--- config.mk ---
export PLATFORM = sky130hd
export DESIGN_NAME = nalf_core
export DESIGN_NICKNAME = d
export VERILOG_FILES = /design/src/nalf_pkg.sv /design/src/nalf_arith.sv /design/src/nalf_core.sv
export SDC_FILE = /design/constraint.sdc
export NUM_CORES = 1
export LEC_CHECK = 0
export ABC_CLOCK_PERIOD_IN_PS = 11250
export BUFFER_PORTS_ARGS = -buffer_cell sky130_fd_sc_hd__buf_2
export CAP_MARGIN = 20
export CELL_PAD_IN_SITES_DETAIL_PLACEMENT = 0
export CELL_PAD_IN_SITES_GLOBAL_PLACEMENT = 1
export CORE_ASPECT_RATIO = 1.75
export CORE_MARGIN = 2
export CORE_UTILIZATION = 35
export DETAILED_ROUTE_END_ITERATION = 12
export GPL_TIMING_DRIVEN = 0
export PLACE_DENSITY_LB_ADDON = 0.2
export SLEW_MARGIN = 20
export SYNTH_ARGS = -nofsm -noshare
export SYNTH_HDL_FRONTEND = slang
export SYNTH_SLANG_ARGS = --single-unit
export TNS_END_PERCENT = 10
--- constraint.sdc ---
create_clock -name core_clk -period 11.25 [get_ports core_clk]
set_clock_uncertainty 0.2 [all_clocks]
set_input_delay 1.125 -clock core_clk [delete_from_list [all_inputs] [get_ports core_clk]]
set_output_delay 1.125 -clock core_clk [all_outputs]
set_load 0.02 [all_outputs]
--- src/nalf_pkg.sv ---
// Constants, types and carriers for the nibble ALU flag block
// Behaviour
// RULE1: First operand latches into holding register A, second into B, before evaluation.
// RULE2: ALU flags and status word flags are one storage; writes show immediately.
// RULE3: Compare flag clear: arithmetic sets zero on 0000B result, else clears.
// RULE4: Compare flag set: zero result keeps zero flag, nonzero result clears it.
// RULE5: Arithmetic sets carry on carry out or borrow, clears it otherwise.
// RULE6: Add-with-carry and subtract-with-borrow inject carry flag as lowest carry input.
// RULE7: Rotate through carry puts old carry in bit 3, bit 0 into carry.
// RULE8: Only arithmetic and rotate through carry may change the carry flag.
// RULE9: Compare flag set suppresses arithmetic write-back; flags still update.
// RULE10: Any bit evaluation clears the compare flag.
// RULE11: Compare flag never affects comparisons, logical operations or rotations.
// RULE12: Decimal flag one gives BCD arithmetic; zero gives plain 4-bit binary.
// RULE13: Decimal flag never affects logic, bit tests, comparisons or rotations.
// RULE14: Binary addition stores sum modulo sixteen; carry for sums of 16 upward.
// RULE15: BCD sums 10 to 19 give carry and digit equal to sum minus ten.
// RULE16: BCD sums 20 upward, subtractions outside -10..9 store nibble 1010B or above.
// RULE17: Logical operations leave zero and carry flags unchanged.
// RULE18: Bit and comparison evaluations decide skip of next instruction, no write-back.
// RULE19: Add and subtract without carry use zero carry input, ignore carry flag.
package nalf_pkg;

  localparam int NIB_W = 4;

  // Nibble and arithmetic constants
  localparam logic [3:0] NIB_ZERO   = 4'h0;
  localparam logic [4:0] BCD_TEN    = 5'h0a;
  localparam logic [4:0] BCD_TWENTY = 5'h14;
  localparam logic [4:0] SUB_NEG10  = 5'h16;
  localparam logic [1:0] BCD_HI     = 2'h3;
  localparam logic [1:0] BCD_ADJ    = 2'h2;

  // Register map, byte addresses
  localparam logic [7:0] ADDR_PSW  = 8'h00;
  localparam logic [7:0] ADDR_STAT = 8'h04;
  localparam logic [1:0] RESP_OKAY = 2'h0;
  localparam logic [1:0] RESP_SLV  = 2'h2;

  // Status word field positions
  localparam int PSW_Z       = 0;
  localparam int PSW_CARRY   = 1;
  localparam int PSW_NOSTORE = 2;
  localparam int PSW_BCD     = 3;
  localparam logic [3:0] PSW_RST = 4'h0;

  // Instruction classes seen by the ALU
  typedef enum logic [3:0] {
    OP_ADD        = 4'h0,
    OP_ADD_CARRY  = 4'h1,
    OP_SUB        = 4'h2,
    OP_SUB_BORROW = 4'h3,
    OP_AND        = 4'h4,
    OP_OR         = 4'h5,
    OP_XOR        = 4'h6,
    OP_BITT       = 4'h7,
    OP_BITF       = 4'h8,
    OP_CMPE       = 4'h9,
    OP_CMPN       = 4'ha,
    OP_ROT_CARRY  = 4'hb
  } nalf_op_t;

  typedef enum logic [1:0] {
    ST_IDLE = 2'b01,
    ST_EXEC = 2'b10
  } nalf_state_t;

  // Request from the sequencer
  typedef struct packed {
    nalf_op_t        op;
    logic [3:0]      opa;
    logic [3:0]      opb;
  } nalf_req_t;

  // Result back to register file and sequencer
  typedef struct packed {
    logic [3:0]      data;
    logic            wb;
    logic            skip;
  } nalf_res_t;

endpackage

--- src/nalf_arith.sv ---
// Binary and BCD nibble adder/subtractor
`timescale 1ns/100ps
module nalf_arith (
  input  wire logic [3:0] opa,
  input  wire logic [3:0] opb,
  input  wire logic       cin,
  input  wire logic       sub,
  input  wire logic       bcd,
  output logic      [3:0] res,
  output logic            cout
);

  // Decimal correction of a 5-bit sum, {carry, digit}
  function automatic logic [4:0] bcd_add_fix(input logic [4:0] s);
    logic [4:0] m;
    m = 5'(s - nalf_pkg::BCD_TEN);
    if (s < nalf_pkg::BCD_TEN) begin
      bcd_add_fix = {1'b0, s[3:0]};
    end else if (s < nalf_pkg::BCD_TWENTY) begin
      bcd_add_fix = {1'b1, m[3:0]};
    end else begin
      unique case (s)
        5'h1c:   bcd_add_fix = 5'h1a;
        5'h1d:   bcd_add_fix = 5'h1b;
        5'h1e:   bcd_add_fix = 5'h1c;
        5'h1f:   bcd_add_fix = 5'h1d;
        default: bcd_add_fix = {1'b1, nalf_pkg::BCD_HI, 2'(s[1:0] + nalf_pkg::BCD_ADJ)};
      endcase
    end
  endfunction

  // Decimal correction of a 5-bit signed difference
  function automatic logic [4:0] bcd_sub_fix(input logic [4:0] r);
    logic [4:0] p;
    p = 5'(r + nalf_pkg::BCD_TEN);
    if (!r[4] && r < nalf_pkg::BCD_TEN) begin
      bcd_sub_fix = {1'b0, r[3:0]};
    end else if (r[4] && r >= nalf_pkg::SUB_NEG10) begin
      bcd_sub_fix = {1'b1, p[3:0]};
    end else begin
      bcd_sub_fix = {1'b1, nalf_pkg::BCD_HI, 2'(r[1:0] + nalf_pkg::BCD_ADJ)};
    end
  endfunction

  logic [4:0] bin_sum;
  logic [4:0] bin_dif;
  logic [4:0] bcd_sum;
  logic [4:0] bcd_dif;
  logic [4:0] pick;

  // RULE14 binary sum modulo sixteen
  assign bin_sum = 5'({1'b0, opa} + {1'b0, opb} + {4'h0, cin});
  assign bin_dif = 5'({1'b0, opa} - {1'b0, opb} - {4'h0, cin});
  // RULE15 RULE16 decimal correction
  assign bcd_sum = bcd_add_fix(bin_sum);
  assign bcd_dif = bcd_sub_fix(bin_dif);
  // RULE12 mode select
  assign pick = bcd ? (sub ? bcd_dif : bcd_sum) : (sub ? bin_dif : bin_sum);
  assign res  = pick[3:0];
  assign cout = pick[4];

endmodule

--- src/nalf_core.sv ---
// Nibble ALU with status flags, operand latches and AXI4-Lite status word access
//
// Design decisions made here: the AXI4-Lite register port and the address map.
`timescale 1ns/100ps
module nalf_core #(
  parameter int ADDR_W = 8
) (
  input  wire logic              core_clk,
  input  wire logic              sys_rst,
  input  wire nalf_pkg::nalf_req_t req,
  input  wire logic              req_valid,
  output logic                   req_ready,
  output nalf_pkg::nalf_res_t    res,
  output logic                   res_valid,
  input  wire logic [ADDR_W-1:0] s_axi_awaddr,
  input  wire logic              s_axi_awvalid,
  output logic                   s_axi_awready,
  input  wire logic [31:0]       s_axi_wdata,
  input  wire logic [3:0]        s_axi_wstrb,
  input  wire logic              s_axi_wvalid,
  output logic                   s_axi_wready,
  output logic [1:0]             s_axi_bresp,
  output logic                   s_axi_bvalid,
  input  wire logic              s_axi_bready,
  input  wire logic [ADDR_W-1:0] s_axi_araddr,
  input  wire logic              s_axi_arvalid,
  output logic                   s_axi_arready,
  output logic [31:0]            s_axi_rdata,
  output logic [1:0]             s_axi_rresp,
  output logic                   s_axi_rvalid,
  input  wire logic              s_axi_rready
);

  // Operation class decode, used by execute and checks
  function automatic logic is_arith(input nalf_pkg::nalf_op_t o);
    is_arith = (o == nalf_pkg::OP_ADD) || (o == nalf_pkg::OP_ADD_CARRY) ||
               (o == nalf_pkg::OP_SUB) || (o == nalf_pkg::OP_SUB_BORROW);
  endfunction

  function automatic logic is_bit(input nalf_pkg::nalf_op_t o);
    is_bit = (o == nalf_pkg::OP_BITT) || (o == nalf_pkg::OP_BITF);
  endfunction

  nalf_pkg::nalf_state_t state;
  nalf_pkg::nalf_state_t next_state;
  nalf_pkg::nalf_op_t    op_q;
  logic [3:0]            opa_q;
  logic [3:0]            opb_q;
  logic [3:0]            psw;
  logic [3:0]            next_psw;
  logic                  z_flag;
  logic                  carry_flag;
  logic                  compare_no_store_flag;
  logic                  bcd_flag;

  // Status word bits are the ALU flags themselves
  assign z_flag                = psw[nalf_pkg::PSW_Z];
  assign carry_flag            = psw[nalf_pkg::PSW_CARRY];
  assign compare_no_store_flag = psw[nalf_pkg::PSW_NOSTORE];
  assign bcd_flag              = psw[nalf_pkg::PSW_BCD];

  // Handshake and execute strobe
  logic req_take;
  logic exec;
  assign req_ready  = (state == nalf_pkg::ST_IDLE);
  assign req_take   = req_valid && req_ready;
  assign exec       = (state == nalf_pkg::ST_EXEC);
  assign next_state = req_take ? nalf_pkg::ST_EXEC : nalf_pkg::ST_IDLE;

  // Sequencer state
  always_ff @(posedge core_clk) begin
    if (sys_rst) begin
      state <= nalf_pkg::ST_IDLE;
    end else begin
      state <= next_state;
    end
  end

  // RULE1 operand holding registers
  always_ff @(posedge core_clk) begin
    if (sys_rst) begin
      op_q  <= nalf_pkg::OP_ADD;
      opa_q <= nalf_pkg::NIB_ZERO;
      opb_q <= nalf_pkg::NIB_ZERO;
    end else if (req_take) begin
      op_q  <= req.op;
      opa_q <= req.opa;
      opb_q <= req.opb;
    end
  end

  // Operation decode on held operation
  logic op_arith;
  logic op_withc;
  logic op_sub;
  logic op_bit;
  logic op_cmp;
  logic op_logic;
  logic op_rotate_right_through_carry;
  assign op_arith = is_arith(op_q);
  assign op_withc = (op_q == nalf_pkg::OP_ADD_CARRY) || (op_q == nalf_pkg::OP_SUB_BORROW);
  assign op_sub   = (op_q == nalf_pkg::OP_SUB) || (op_q == nalf_pkg::OP_SUB_BORROW);
  assign op_bit   = is_bit(op_q);
  assign op_cmp   = (op_q == nalf_pkg::OP_CMPE) || (op_q == nalf_pkg::OP_CMPN);
  assign op_logic = (op_q == nalf_pkg::OP_AND) || (op_q == nalf_pkg::OP_OR) || (op_q == nalf_pkg::OP_XOR);
  assign op_rotate_right_through_carry  = (op_q == nalf_pkg::OP_ROT_CARRY);

  // RULE6 RULE19 carry input select
  logic ar_cin;
  assign ar_cin = op_withc ? carry_flag : 1'b0;

  logic [3:0] ar_res;
  logic       ar_cout;
  nalf_arith u_arith (
    .opa  (opa_q),
    .opb  (opb_q),
    .cin  (ar_cin),
    .sub  (op_sub),
    .bcd  (bcd_flag),
    .res  (ar_res),
    .cout (ar_cout)
  );

  // RULE13 RULE11 logic, tests and rotate ignore mode flags
  logic [3:0] lg_res;
  logic [3:0] rot_res;
  logic       bit_hit;
  logic       cmp_hit;
  assign lg_res  = (op_q == nalf_pkg::OP_AND) ? (opa_q & opb_q) :
                   (op_q == nalf_pkg::OP_OR)  ? (opa_q | opb_q) : (opa_q ^ opb_q);
  // RULE7 rotate right through carry
  assign rot_res = {carry_flag, opa_q[3:1]};
  assign bit_hit = (op_q == nalf_pkg::OP_BITT) ? ((opa_q & opb_q) == opb_q)
                                               : ((opa_q & opb_q) == nalf_pkg::NIB_ZERO);
  assign cmp_hit = (op_q == nalf_pkg::OP_CMPE) ? (opa_q == opb_q) : (opa_q != opb_q);

  // Result assembly for the execute cycle
  nalf_pkg::nalf_res_t next_res;
  logic [3:0]          nr_data;
  logic                nr_wb;
  logic                nr_skip;
  // RULE9 RULE18 write-back and skip decision
  assign nr_data  = op_arith ? ar_res : (op_rotate_right_through_carry ? rot_res : (op_logic ? lg_res : nalf_pkg::NIB_ZERO));
  assign nr_wb    = (op_arith && !compare_no_store_flag) || op_logic || op_rotate_right_through_carry;
  assign nr_skip  = (op_bit && bit_hit) || (op_cmp && cmp_hit);
  assign next_res = {nr_data, nr_wb, nr_skip};

  // Result register and valid pulse
  always_ff @(posedge core_clk) begin
    if (sys_rst) begin
      res       <= '0;
      res_valid <= 1'b0;
    end else begin
      res_valid <= exec;
      if (exec) begin
        res <= next_res;
      end
    end
  end

  // AXI4-Lite write side
  logic              aw_full;
  logic              w_full;
  logic [ADDR_W-1:0] aw_addr;
  logic [31:0]       w_data;
  logic [3:0]        w_strb;
  logic              wr_go;
  logic              psw_wr;
  assign s_axi_awready = !aw_full && !s_axi_bvalid;
  assign s_axi_wready  = !w_full && !s_axi_bvalid;
  assign wr_go         = aw_full && w_full && !s_axi_bvalid;
  assign psw_wr        = wr_go && (aw_addr == ADDR_W'(nalf_pkg::ADDR_PSW)) && w_strb[0];

  // Address and data latched independently
  always_ff @(posedge core_clk) begin
    if (sys_rst) begin
      aw_full      <= 1'b0;
      w_full       <= 1'b0;
      aw_addr      <= '0;
      w_data       <= '0;
      w_strb       <= '0;
      s_axi_bvalid <= 1'b0;
      s_axi_bresp  <= nalf_pkg::RESP_OKAY;
    end else begin
      if (s_axi_awvalid && s_axi_awready) begin
        aw_full <= 1'b1;
        aw_addr <= s_axi_awaddr;
      end
      if (s_axi_wvalid && s_axi_wready) begin
        w_full <= 1'b1;
        w_data <= s_axi_wdata;
        w_strb <= s_axi_wstrb;
      end
      if (wr_go) begin
        aw_full      <= 1'b0;
        w_full       <= 1'b0;
        s_axi_bvalid <= 1'b1;
        s_axi_bresp  <= (aw_addr == ADDR_W'(nalf_pkg::ADDR_PSW)) ? nalf_pkg::RESP_OKAY : nalf_pkg::RESP_SLV;
      end else if (s_axi_bready) begin
        s_axi_bvalid <= 1'b0;
      end
    end
  end

  // RULE2 one flag store for bus and ALU; ALU update wins
  // RULE17 logic ops fall through, zero and carry kept
  always_comb begin
    next_psw = psw;
    if (psw_wr) begin
      next_psw = w_data[3:0];
    end
    if (exec) begin
      if (op_arith) begin
        // RULE5 carry or borrow out
        next_psw[nalf_pkg::PSW_CARRY] = ar_cout;
        // RULE3 RULE4 zero flag, chained when compare set
        if (compare_no_store_flag) begin
          next_psw[nalf_pkg::PSW_Z] = (ar_res == nalf_pkg::NIB_ZERO) ? z_flag : 1'b0;
        end else begin
          next_psw[nalf_pkg::PSW_Z] = (ar_res == nalf_pkg::NIB_ZERO);
        end
      end
      // RULE8 RULE7 rotate loads bit 0 into carry
      if (op_rotate_right_through_carry) begin
        next_psw[nalf_pkg::PSW_CARRY] = opa_q[0];
      end
      // RULE10 bit test clears compare flag
      if (op_bit) begin
        next_psw[nalf_pkg::PSW_NOSTORE] = 1'b0;
      end
    end
  end

  always_ff @(posedge core_clk) begin
    if (sys_rst) begin
      psw <= nalf_pkg::PSW_RST;
    end else begin
      psw <= next_psw;
    end
  end

  // AXI4-Lite read side
  logic        rd_psw;
  logic        rd_stat;
  logic [31:0] rd_word;
  assign s_axi_arready = !s_axi_rvalid;
  assign rd_psw        = (s_axi_araddr == ADDR_W'(nalf_pkg::ADDR_PSW));
  assign rd_stat       = (s_axi_araddr == ADDR_W'(nalf_pkg::ADDR_STAT));
  assign rd_word       = rd_psw  ? {28'h0, psw} :
                         rd_stat ? {24'h0, exec, res.skip, res.wb, 1'b0, res.data} : 32'h0;

  always_ff @(posedge core_clk) begin
    if (sys_rst) begin
      s_axi_rvalid <= 1'b0;
      s_axi_rdata  <= '0;
      s_axi_rresp  <= nalf_pkg::RESP_OKAY;
    end else if (s_axi_arvalid && s_axi_arready) begin
      s_axi_rvalid <= 1'b1;
      s_axi_rdata  <= rd_word;
      s_axi_rresp  <= (rd_psw || rd_stat) ? nalf_pkg::RESP_OKAY : nalf_pkg::RESP_SLV;
    end else if (s_axi_rready) begin
      s_axi_rvalid <= 1'b0;
    end
  end

  logic [4:0] add_sum;
  assign add_sum = 5'({1'b0, opa_q} + {1'b0, opb_q});
endmodule

* Word level (Yosys, flattened, before mapping)
Index checks and enable logic that the tools add are counted.
** Word-level totals
- Word-level logic and storage cells :: 132
- Bits of input ports :: 72
- Output and inout bits :: 49
- Register bits after elaboration :: 78
** Cells by class
- Add/sub/neg operators :: 8
- Multiplexer cells :: 32
- Magnitude comparators :: 4
- Bitwise gates (word level) :: 3
- Equal/unequal tests :: 22
- Reduce and logical (&&, ||, !) cells :: 42
** Operators with widths (count)
- 2-to-1 mux 5 bit :: 6
- 2-to-1 mux 4 bit :: 6
- == test 5 bit, second input constant :: 4
- == test 4 x 3 -> 1 bit, second input constant :: 4
- == test 4 bit, second input constant :: 4
- logical NOT 8 bit :: 2
- 2-to-1 mux 8 bit :: 2
- logical AND 1 bit :: 15
- logical OR 1 bit :: 13
- logical NOT 4 bit :: 3
- case mux 3 bit (4 select lines) :: 1
- 2-to-1 mux 1 bit :: 11
- less-than comparator 5 x 4 -> 1 bit, second input constant :: 2
- == test 4 x 2 -> 1 bit, second input constant :: 2
- == test 4 bit :: 2
- == test 8 x 3 -> 1 bit, second input constant :: 1
- 2-to-1 mux 2 bit :: 4
- logical NOT 1 bit :: 6
- 2-to-1 mux 3 bit :: 2
- adder 4 x 4 -> 5 bit :: 1
- adder 5 x 1 -> 5 bit :: 1
- >= comparator 5 bit, second input constant :: 1
- less-than comparator 5 bit, second input constant :: 1
- subtractor 4 x 4 -> 5 bit :: 1
- other kinds (14) :: 16

* Longest topological paths before layout
Gate-level depths: netlist (run 1).
- Word-level depth :: 16
- Depth in mapped cells :: 17
- Mapped depth without buffers :: 14

* Cells and area by module
Synthesis (run 1) repeated with hierarchy kept, for this count alone.
** Unflattened totals
- Cell total of the unflattened synthesis :: 401
- Area total of the unflattened synthesis :: 3286.9 um^2
** Modules (own cells, without submodules)
- nalf_core :: area each 2605.0 um^2, instances 1, seq. area each 1021.0 um^2, cells an instance 315
- nalf_arith :: area each 681.9 um^2, instances 1, seq. area each 0.0 um^2, cells an instance 86

* Worst setup path before layout (run 1)
OpenSTA, ideal clock, no wires.
- Path kind :: flip-flop to flip-flop
- From :: register op_q[2]
- To :: register res[3] (netlist bit)
- Period minus slack after synthesis :: 4.185 ns
- Setup time :: 0.071 ns
- Path slack :: 7.065 ns
- Stages on the path, launching flop included :: 17
- Path buffers :: 3
- Data required time :: 10.979 ns
- Arrival time :: 3.915 ns
- Cells stage by stage :: dfxtp_1 > clkbuf_1 > nor2_1 > clkbuf_1 > nand3_1 > fa_1 > fa_1 > and2b_2 > or2_1 > clkbuf_1 > ha_1 > a211o_1 > o211ai_1 > mux2i_1 > a211oi_2 > or3_1 > a21oi_1
** On the way
- Cells in the longest elaborated chain, start to end :: 11
- Elaborated cells between the ends (all ways) :: 46
- Classes of those cells :: add/sub: 6; order compare: 4; eq/ne: 11; mux: 14; reduce/logical: 11
** RTL lines
- from (decl) :: RTL line nalf_core.sv:46 : nalf_pkg::nalf_op_t op_q;
- from (signal assigned) :: RTL line nalf_core.sv:82 : op_q <= nalf_pkg::OP_ADD;
- from (signal assigned) :: RTL line nalf_core.sv:86 : op_q <= req.op;
- == test 4 x 1 -> 1 bit / == test 4 x 2 -> 1 bit (equally long branches)
- logical OR 1 bit :: RTL line nalf_core.sv:101 : assign op_withc = (op_q == nalf_pkg::OP_ADD_CARRY) || (op_q == nalf_pkg::OP_SUB_BORROW);
- 2-to-1 mux 1 bit :: RTL line nalf_core.sv:110 : assign ar_cin = op_withc ? carry_flag : 1'b0;
- adder 5 x 1 -> 5 bit / subtractor 5 x 1 -> 5 bit (equally long branches) :: RTL line nalf_arith.sv:52, nalf_arith.sv:53
- adder 2 bit (tied with other cells) :: RTL line nalf_arith.sv:27 : default: bcd_add_fix = {1'b1, nalf_pkg::BCD_HI, 2'(s[1:0] + nalf_pkg::BCD_ADJ)};
- case mux 3 bit (4 select lines) / logical AND 1 bit (equally long branches) :: RTL line nalf_arith.sv:22, nalf_arith.sv:38
- 2-to-1 mux 5 bit / 2-to-1 mux 4 bit (equally long branches) :: RTL line nalf_arith.sv:19, nalf_arith.sv:38
- 2-to-1 mux 5 bit, on equally long branches :: RTL line nalf_arith.sv:17, nalf_arith.sv:36
- 2-to-1 mux 5 bit (2 in series) :: RTL line nalf_arith.sv:58 : assign pick = bcd ? (sub ? bcd_dif : bcd_sum) : (sub ? bin_dif : bin_sum);
- 2-to-1 mux 4 bit * :: RTL line nalf_core.sv:143 : assign nr_data = op_arith ? ar_res : (op_rotate_right_through_carry ? rot_res : (op_logic ? lg_res : nalf_pkg: ...
- to (signal assigned) :: RTL line nalf_core.sv:156 : res <= next_res;
- to (decl) :: RTL line nalf_core.sv:13 : output nalf_pkg::nalf_res_t res,
Mark *: on every way between the ends. The rest lies on a longest branch, timed or not.
A chain may end at the register's enable or synchronous reset.

* Worst setup path in the final report (run 1)
- From :: register op_q[2]
- To :: register res[4] (netlist bit)
** On the way
- Cells in the longest elaborated chain, start to end :: 11
- Elaborated cells between the ends (all ways) :: 44
- Classes of those cells :: add/sub: 4; order compare: 4; eq/ne: 11; mux: 14; reduce/logical: 11
** RTL lines (RTL line)
- == test 4 x 1 -> 1 bit / == test 4 x 2 -> 1 bit (equally long branches)
- logical OR 1 bit :: nalf_core.sv:101
- 2-to-1 mux 1 bit :: nalf_core.sv:110
- subtractor 5 x 1 -> 5 bit / adder 5 x 1 -> 5 bit (equally long branches) :: nalf_arith.sv:53, nalf_arith.sv:52
- >= comparator 5 bit / == test 5 bit (equally long branches) :: nalf_arith.sv:38, nalf_arith.sv:22
- logical AND 1 bit / case mux 3 bit (4 select lines) (equally long branches) :: nalf_arith.sv:38, nalf_arith.sv:22
- 2-to-1 mux 4 bit / 2-to-1 mux 5 bit (equally long branches) :: nalf_arith.sv:38, nalf_arith.sv:19
- 2-to-1 mux 5 bit, on equally long branches :: nalf_arith.sv:36, nalf_arith.sv:17
- 2-to-1 mux 5 bit (2 in series) :: nalf_arith.sv:58
- 2-to-1 mux 4 bit * :: nalf_core.sv:143
Marked as above.

==> results of run 1 <==
==> power by group <==
group / internal, µW / switching (µW) / leakage [µW]
combinational: 55.8 / 78.3 / 0.00129
clock: 111 / 65.7 / 0.0000868
sequential: 189 / 7.79 / 0.000417
==> cell type report <==
| cell class | count | area [µm²] |
|---|---|---|
| repair buffers | 60 | 300 |
| multi-input cells | 278 | 1930 |
| well taps | 120 | 150 |
| clock inverters | 2 | 35.0 |
| fillers | 946 | 5030 |
| plain buffers | 48 | 289 |
| flip-flops and latches | 51 | 1020 |
| clock buffers | 6 | 139 |
| inverters | 22 | 82.6 |
==> synthesized netlist by cell type (2+ instances only) <==
| cell type | instances |
|---|---|
| dfxtp_1 | 51 |
| nor2_1 | 43 |
| mux2i_1 | 28 |
| buf_4 | 27 |
| a21oi_1 | 23 |
| inv_1 | 22 |
| clkbuf_1 | 20 |
| ha_1 | 19 |
| nand2_1 | 16 |
| o21ai_0 | 14 |
| a22o_1 | 12 |
| nand2b_1 | 9 |
| nor2b_1 | 8 |
| a32oi_1 | 6 |
| nor4_1 | 6 |
| a22oi_1 | 4 |
| fa_1 | 4 |
| mux2_2 | 4 |
| nand3_1 | 3 |
| nand4_1 | 3 |
| nor3_1 | 3 |
| o211ai_1 | 3 |
| xnor2_1 | 3 |
| a211o_1 | 2 |
| a211oi_1 | 2 |
| nand3b_1 | 2 |
| nor3b_1 | 2 |
| nor4b_1 | 2 |
| o2111ai_1 | 2 |
| o21a_1 | 2 |
| o22a_1 | 2 |
| o22ai_1 | 2 |
| xor2_1 | 2 |
==> sequential cells by signal (all words and copies together), names as in the netlist <==
register and flops:
opb_q 4, res_valid 1, w_full 1, psw 4
aw_addr 8, state 2, s_axi_bvalid 1, s_axi_rdata 7
opa_q 4, aw_full 1, res 6, s_axi_bresp 1
s_axi_rresp 1, w_strb 1, op_q 4, s_axi_rvalid 1
w_data 4
==> through the flow <==
step	power (µW)	setup WS (ns)	cells
floorplan	299	7.06	399
global placement	333	6.40	579
detailed placement	335	6.39	579
CTS	511	6.36	587
global route	534	6.01	587
finish	508	6.38	587
==> worst max-delay path, delay by kind of cell, from the launching register on <==
| family | cells | cell delay, ns |
|---|---|---|
| simple gates | 8 | 1.74 |
| fa+ha+maj | 3 | 1.18 |
| flops | 1 | 0.30 |
| buf+inv | 3 | 0.77 |
| compound gates | 3 | 0.61 |
==> routing by layer <==
metal / global-route usage, % / wire (µm) / vias to the layer above
met4: 10.6 / 334 / 0
met1: 17.1 / 3180 / 1317
met5: 0 / 0 / -
met2: 38.2 / 5220 / 74
met3: 2.20 / 276 / 23
li1: - / - / 1434
==> layout by cell type, fill, tap and decap left out, types with 5 or more instances in the layout <==
cell       synthesis  layout
buf_2              0      60
dfxtp_1           51      51
nor2_1            43      43
mux2i_1           28      28
buf_4             27      27
conb_1             1      27
a21oi_1           23      23
inv_1             22      22
clkbuf_1          20      20
ha_1              19      19
nand2_1           16      16
o21ai_0           14      14
a22o_1            12      12
nand2b_1           9       9
nor2b_1            8       8
a32oi_1            6       6
nor4_1             6       5
clkbuf_16          0       5
==> cells by family (layout without fill, tap and decap cells) <==
logic type,Yosys count,in the layout,share of synthesized area (%)
DFF,51,51,31.7
buffers and inverters,70,138,11.5
other,1,27,0.116
xor gates and xnor gates,5,5,1.36
muxes,32,32,10.1
adders and majority gates,23,23,9.87
and+or+nand+nor,106,106,16.6
AOI/OAI and AO/OA,85,85,18.8
==> final timing paths <==
path / startpoint / endpoint / slack (ns) / depth (start not counted)
worst min register to register: res[3]$_SDFFE_PP0P_ / res[3]$_SDFFE_PP0P_ / 0.28 / 2
worst max-delay path: op_q[2]$_SDFFE_PP0P_ / res[4]$_SDFFE_PP0P_ / 6.38 / 17
worst min-delay path: res[3]$_SDFFE_PP0P_ / res[3]$_SDFFE_PP0P_ / 0.28 / 2
worst max register to register: op_q[2]$_SDFFE_PP0P_ / res[4]$_SDFFE_PP0P_ / 6.38 / 17
==> impl_metrics.env, run 1 <==
export IMPL_status="complete, no violations"
export IMPL_slowest_stage="or4_1"
export IMPL_start_util_pct=35.9
export IMPL_first_global_vias=2872
export IMPL_final_min_clock_period_ns=4.87
export IMPL_worst_ep_arrival_time_ns=4.91
export IMPL_cts_buffers=5
export IMPL_max_stage_delay_ns=0.51
export IMPL_clock_latency_ns=0.29
export IMPL_fin_crit_sh_pct=43.3
export IMPL_area_growth_synth_to_final_pct=22.6
export IMPL_num_vias=2848
export IMPL_synthArstFlopShare_pct=0
export IMPL_grt_overflow=0
export IMPL_finalSetupTns_ns=0
export IMPL_synth_top_area_cell="dfxtp_1"
export IMPL_synth_area_mm2=0.00322
export IMPL_ir_drop_mv=0.0651
export IMPL_placed_cell_area_mm2=0.00377
export IMPL_numClockSinks=51
export IMPL_path_cells="clkbuf_1 > nor2_1 > clkbuf_1 > nand3_1 > fa_1 > fa_1 > and2b_2 > or2_1 > clkbuf_1 > ha_1 > nor2b_1 > a32oi_1 > nand2_1 > nor2_1 > or4_1 > a21oi_1 > o211a_1"
export IMPL_ys_seq_elements=51
export IMPL_finalSetupViolCount=0
export IMPL_drc_errors=0
export IMPL_yosysUniqueCellTypes=55
export IMPL_cts_resized=0
export IMPL_min_path_type="register to register"
export IMPL_ys_flop_type="dfxtp_1"
export IMPL_rsz0062_at_grt="no"
export IMPL_drt_pass1_iter_count=4
export IMPL_path_common_cell="clkbuf_1"
export IMPL_antenna_found_initial=0
export IMPL_die_x_um=76.5
export IMPL_slew_headroom_pct=49.1
export IMPL_root_buffer="clkbuf_16"
export IMPL_core_area_mm2=0.00898
export IMPL_yosysTopAreaCellShare_pct=31.7
export IMPL_ys_top_cells_by_area="dfxtp_1, mux2i_1, ha_1"
export IMPL_critPathRequiredTime_ns=11.29
export IMPL_hpwl_um=7350
export IMPL_worstSetupStartpointType="register"
export IMPL_tritoncts="yes"
export IMPL_yosysSeqAreaShare_pct=31.7
export IMPL_placementRows=46
export IMPL_crit_path_end_kind="register"
export IMPL_grt_max_degree=16
export IMPL_clkTransAtPathRegs_ns=0.07
export IMPL_p_leak_uw=0.00180
export IMPL_drv_cap=0
export IMPL_htreeDepth=2
export IMPL_io_pins=121
export IMPL_gp_congestion=0.837
export IMPL_ys_warn_count=0
export IMPL_drt_wl_total_um=9010
export IMPL_track_usage_pct=18.5
export IMPL_nets=561
export IMPL_layout_drive_gt1_share_pct=23.1
export IMPL_dieHeight_um=131
export IMPL_max_freq_mhz=205
export IMPL_holdWs_ns=0.277
export IMPL_synth_edf_count=0
export IMPL_clockBufferDepth=2
export IMPL_io_buffers=60
export IMPL_postSynthCellCount=373
export IMPL_postCtsSetupBuffers=0
export IMPL_avgSynthCellArea_um2=8.63
export IMPL_die_area_mm2=0.0100
export IMPL_vias_per_cell=4.85
export IMPL_hold_buffers=0
export IMPL_ant_nets=0
export IMPL_fin_area_mm2=0.00395
export IMPL_fin_util_pct=44.0
export IMPL_worst_pin_slew_ns=0.758
export IMPL_wl_per_cell_um=15.3
export IMPL_drt_iter0_drc=93
export IMPL_antennaDiodeCount=0
export IMPL_critical_path_class="register to register"
export IMPL_cp_max_fo=10
export IMPL_hold_viol_final=0
export IMPL_grt_pass1_wl_um=14400
export IMPL_slew_viol_final=0
export IMPL_power_density_mw_per_mm2=129
No activity file was read; power rests on OpenSTA's default activity.
==> run 2: changes to the inputs <==
--- a/config.mk
+++ b/config.mk
@@ -5,7 +5,7 @@
 export SDC_FILE = /design/constraint.sdc
 export NUM_CORES = 1
 export LEC_CHECK = 0
-export ABC_CLOCK_PERIOD_IN_PS = 11250
+export ABC_CLOCK_PERIOD_IN_PS = 4600
 export BUFFER_PORTS_ARGS = -buffer_cell sky130_fd_sc_hd__buf_2
 export CAP_MARGIN = 20
 export CELL_PAD_IN_SITES_DETAIL_PLACEMENT = 0
==> constraint.sdc (replaced) <==
create_clock -name core_clk -period 4.6 [get_ports core_clk]
set_clock_uncertainty 0.2 [all_clocks]
set_input_delay 0.46 -clock core_clk [delete_from_list [all_inputs] [get_ports core_clk]]
set_output_delay 0.46 -clock core_clk [all_outputs]
set_load 0.02 [all_outputs]
==> run 2 against run 1 <==
Effect of this change: register-to-register slack got worse by 6.1 ns; combinational power increased by 140%; sequential share of layout area is essentially flat; count of clock-buffer cells in the layout unchanged.
==> impl_metrics.env, run 2 (synthesis results as in run 1) <==
export IMPL_pwr_share_seq_pct=39.1
export IMPL_dieHeight_um=131
export IMPL_final_min_clock_period_ns=4.27
export IMPL_first_global_vias=2873
export IMPL_wl_per_cell_um=15.4
export IMPL_worstSetupStartpointType="register"
export IMPL_layout_drive_gt1_share_pct=24.7
export IMPL_p_sw_share_pct=29.9
export IMPL_drv_cap=0
export IMPL_fin_area_mm2=0.00396
export IMPL_slew_headroom_pct=49.2
export IMPL_numClockSinks=51
export IMPL_root_buffer="clkbuf_16"
export IMPL_htreeDepth=2
export IMPL_worst_ep_arrival_time_ns=4.29
export IMPL_p_switching_uw=373
export IMPL_io_pins=121
export IMPL_clock_latency_ns=0.29
export IMPL_total_power_uw=1250
export IMPL_start_util_pct=35.9
export IMPL_placementRows=46
export IMPL_gp_congestion=0.837
export IMPL_power_density_mw_per_mm2=315
export IMPL_rsz0062_at_grt="no"
export IMPL_status="complete, no violations"
export IMPL_ant_nets=0
export IMPL_cp_max_fo=10
export IMPL_path_common_cell="fa_1"
export IMPL_drt_wl_total_um=9020
export IMPL_antenna_found_initial=0
export IMPL_clkTransAtPathRegs_ns=0.07
export IMPL_max_stage_delay_ns=0.45
export IMPL_worst_pin_slew_ns=0.756
export IMPL_min_from="s_axi_rready"
export IMPL_final_cell_mix="buf_2, dfxtp_1, nor2_1, mux2i_1, buf_4"
export IMPL_power_clock_fraction_pct=34.7
export IMPL_min_path_type="primary input to register"
export IMPL_antennaDiodeCount=0
export IMPL_hpwl_um=7350
export IMPL_hold_viol_final=0
export IMPL_finalSetupViolCount=0
export IMPL_max_freq_mhz=234
export IMPL_top_regs="aw_addr: 8 flops, s_axi_rdata: 7 flops, res: 6 flops"
export IMPL_critical_path_top_delay_family="adder cells"
export IMPL_num_vias=2821
export IMPL_holdWs_ns=0.166
export IMPL_cts_buffers=5
export IMPL_p_leak_uw=0.00180
export IMPL_drt_iter0_drc=106
export IMPL_io_buffers=60
export IMPL_critPathRequiredTime_ns=4.62
export IMPL_drc_errors=0
export IMPL_slowest_stage="fa_1"
export IMPL_final_common_cell="buf_2"
export IMPL_vias_per_cell=4.82
export IMPL_critical_path_class="register to register"
export IMPL_critical_path_buf_inv_count=2
export IMPL_area_growth_synth_to_final_pct=23.0
export IMPL_die_x_um=76.5
export IMPL_drt_pass1_iter_count=4
export IMPL_ir_drop_mv=0.162
export IMPL_grt_overflow=0
export IMPL_track_usage_pct=18.5
export IMPL_intPower_uw=873
export IMPL_clockBufferDepth=2
export IMPL_grt_max_degree=16
export IMPL_path_cells="nor2_2 > clkbuf_4 > nand3_1 > fa_1 > fa_1 > and2b_2 > or2_1 > clkbuf_1 > ha_2 > a211o_1 > o211ai_1 > mux2i_1 > a211oi_2 > or3_1 > a21oi_1"
export IMPL_largest_register_ffs=8
export IMPL_die_area_mm2=0.0100
export IMPL_crit_path_end_kind="register"
export IMPL_pwr_share_comb_pct=26.2
export IMPL_placed_cell_area_mm2=0.00377
export IMPL_slew_viol_final=0
export IMPL_r2r_start="op_q[2]$_SDFFE_PP0P_"
export IMPL_core_area_mm2=0.00898
export IMPL_regMostFlops="aw_addr"
export IMPL_critPathLaunch="op_q[2]$_SDFFE_PP0P_"
export IMPL_nets=559
export IMPL_fin_crit_sh_pct=92.9
export IMPL_grt_pass1_wl_um=14300
export IMPL_tritoncts="yes"
==> run 2: power by group through the flow <==
| stage | combinational (µW) | sequential [µW] | clock (µW) |
|---|---|---|---|
| floorplan | 241 | 490 | 0 |
| global placement | 322 | 492 | 0 |
| detailed placement | 327 | 493 | 0 |
| CTS | 330 | 482 | 440 |
| global route | 364 | 491 | 455 |
| finish | 327 | 487 | 432 |
==> run 2: metal layers <==
| metal | global-route usage (%) | part of all wire (%) | vias to the layer above |
|---|---|---|---|
| li1 | - | - | 1431 |
| met1 | 17.1 | 35 | 1300 |
| met3 | 2.20 | 2.8 | 23 |
| met5 | 0 | 0 | - |
| met2 | 38.2 | 58 | 67 |
| met4 | 10.6 | 3.7 | 0 |
==> run 2: layout make-up <==
| cell class | instances | area [µm²] |
|---|---|---|
| Tap cell | 120 | 150 |
| Sequential cell | 51 | 1020 |
| Buffer | 45 | 282 |
| Fill cell | 942 | 5020 |
| Clock inverter | 2 | 35.0 |
| Inverter | 22 | 82.6 |
| Timing Repair Buffer | 61 | 308 |
| Multi-Input combinational cell | 278 | 1940 |
| Clock buffer | 6 | 139 |
==> run 2: worst reg2reg max path, delay by kind of cell, from the launching register on <==
family / cells / cell delay [ns]
adder cells (fa/ha/maj): 3 / 1.12
buffers and inverters: 2 / 0.36
AND/OR/NAND/NOR: 5 / 1.09
AO/OA/AOI/OAI: 4 / 0.77
flip-flops: 1 / 0.38
multiplexers: 1 / 0.27
==> run 2: worst paths after layout <==
kind	to	depth (start not counted)	slack [ns]
max	res[3]$_SDFFE_PP0P_	15	0.33
min	s_axi_rvalid$_SDFFE_PP0P_	2	0.17
max reg2reg	res[3]$_SDFFE_PP0P_	15	0.33
min reg2reg	res[3]$_SDFFE_PP0P_	2	0.28
==> run 2: timing repair <==
item,4_1_cts,5_1_grt
hold buffers,0,0
resized for setup,3,4
endpoints found under the hold margin,0,0
buffers inserted,0,1
pin swaps,1,2
setup endpoints to repair,3,3
==> run 2: per-stage QoR <==
stage	instances	worst slack [ns]	util, %	TNS (ns)
2_1_floorplan	399	0.415	-	0
4_1_cts	587	0.00901	44.0	0
5_1_grt	585	0.0591	44.1	0
3_5_place_dp	579	-0.257	42.0	-0.713
3_3_place_gp	579	-0.254	42.0	-0.688
6_report	585	0.326	44.1	0
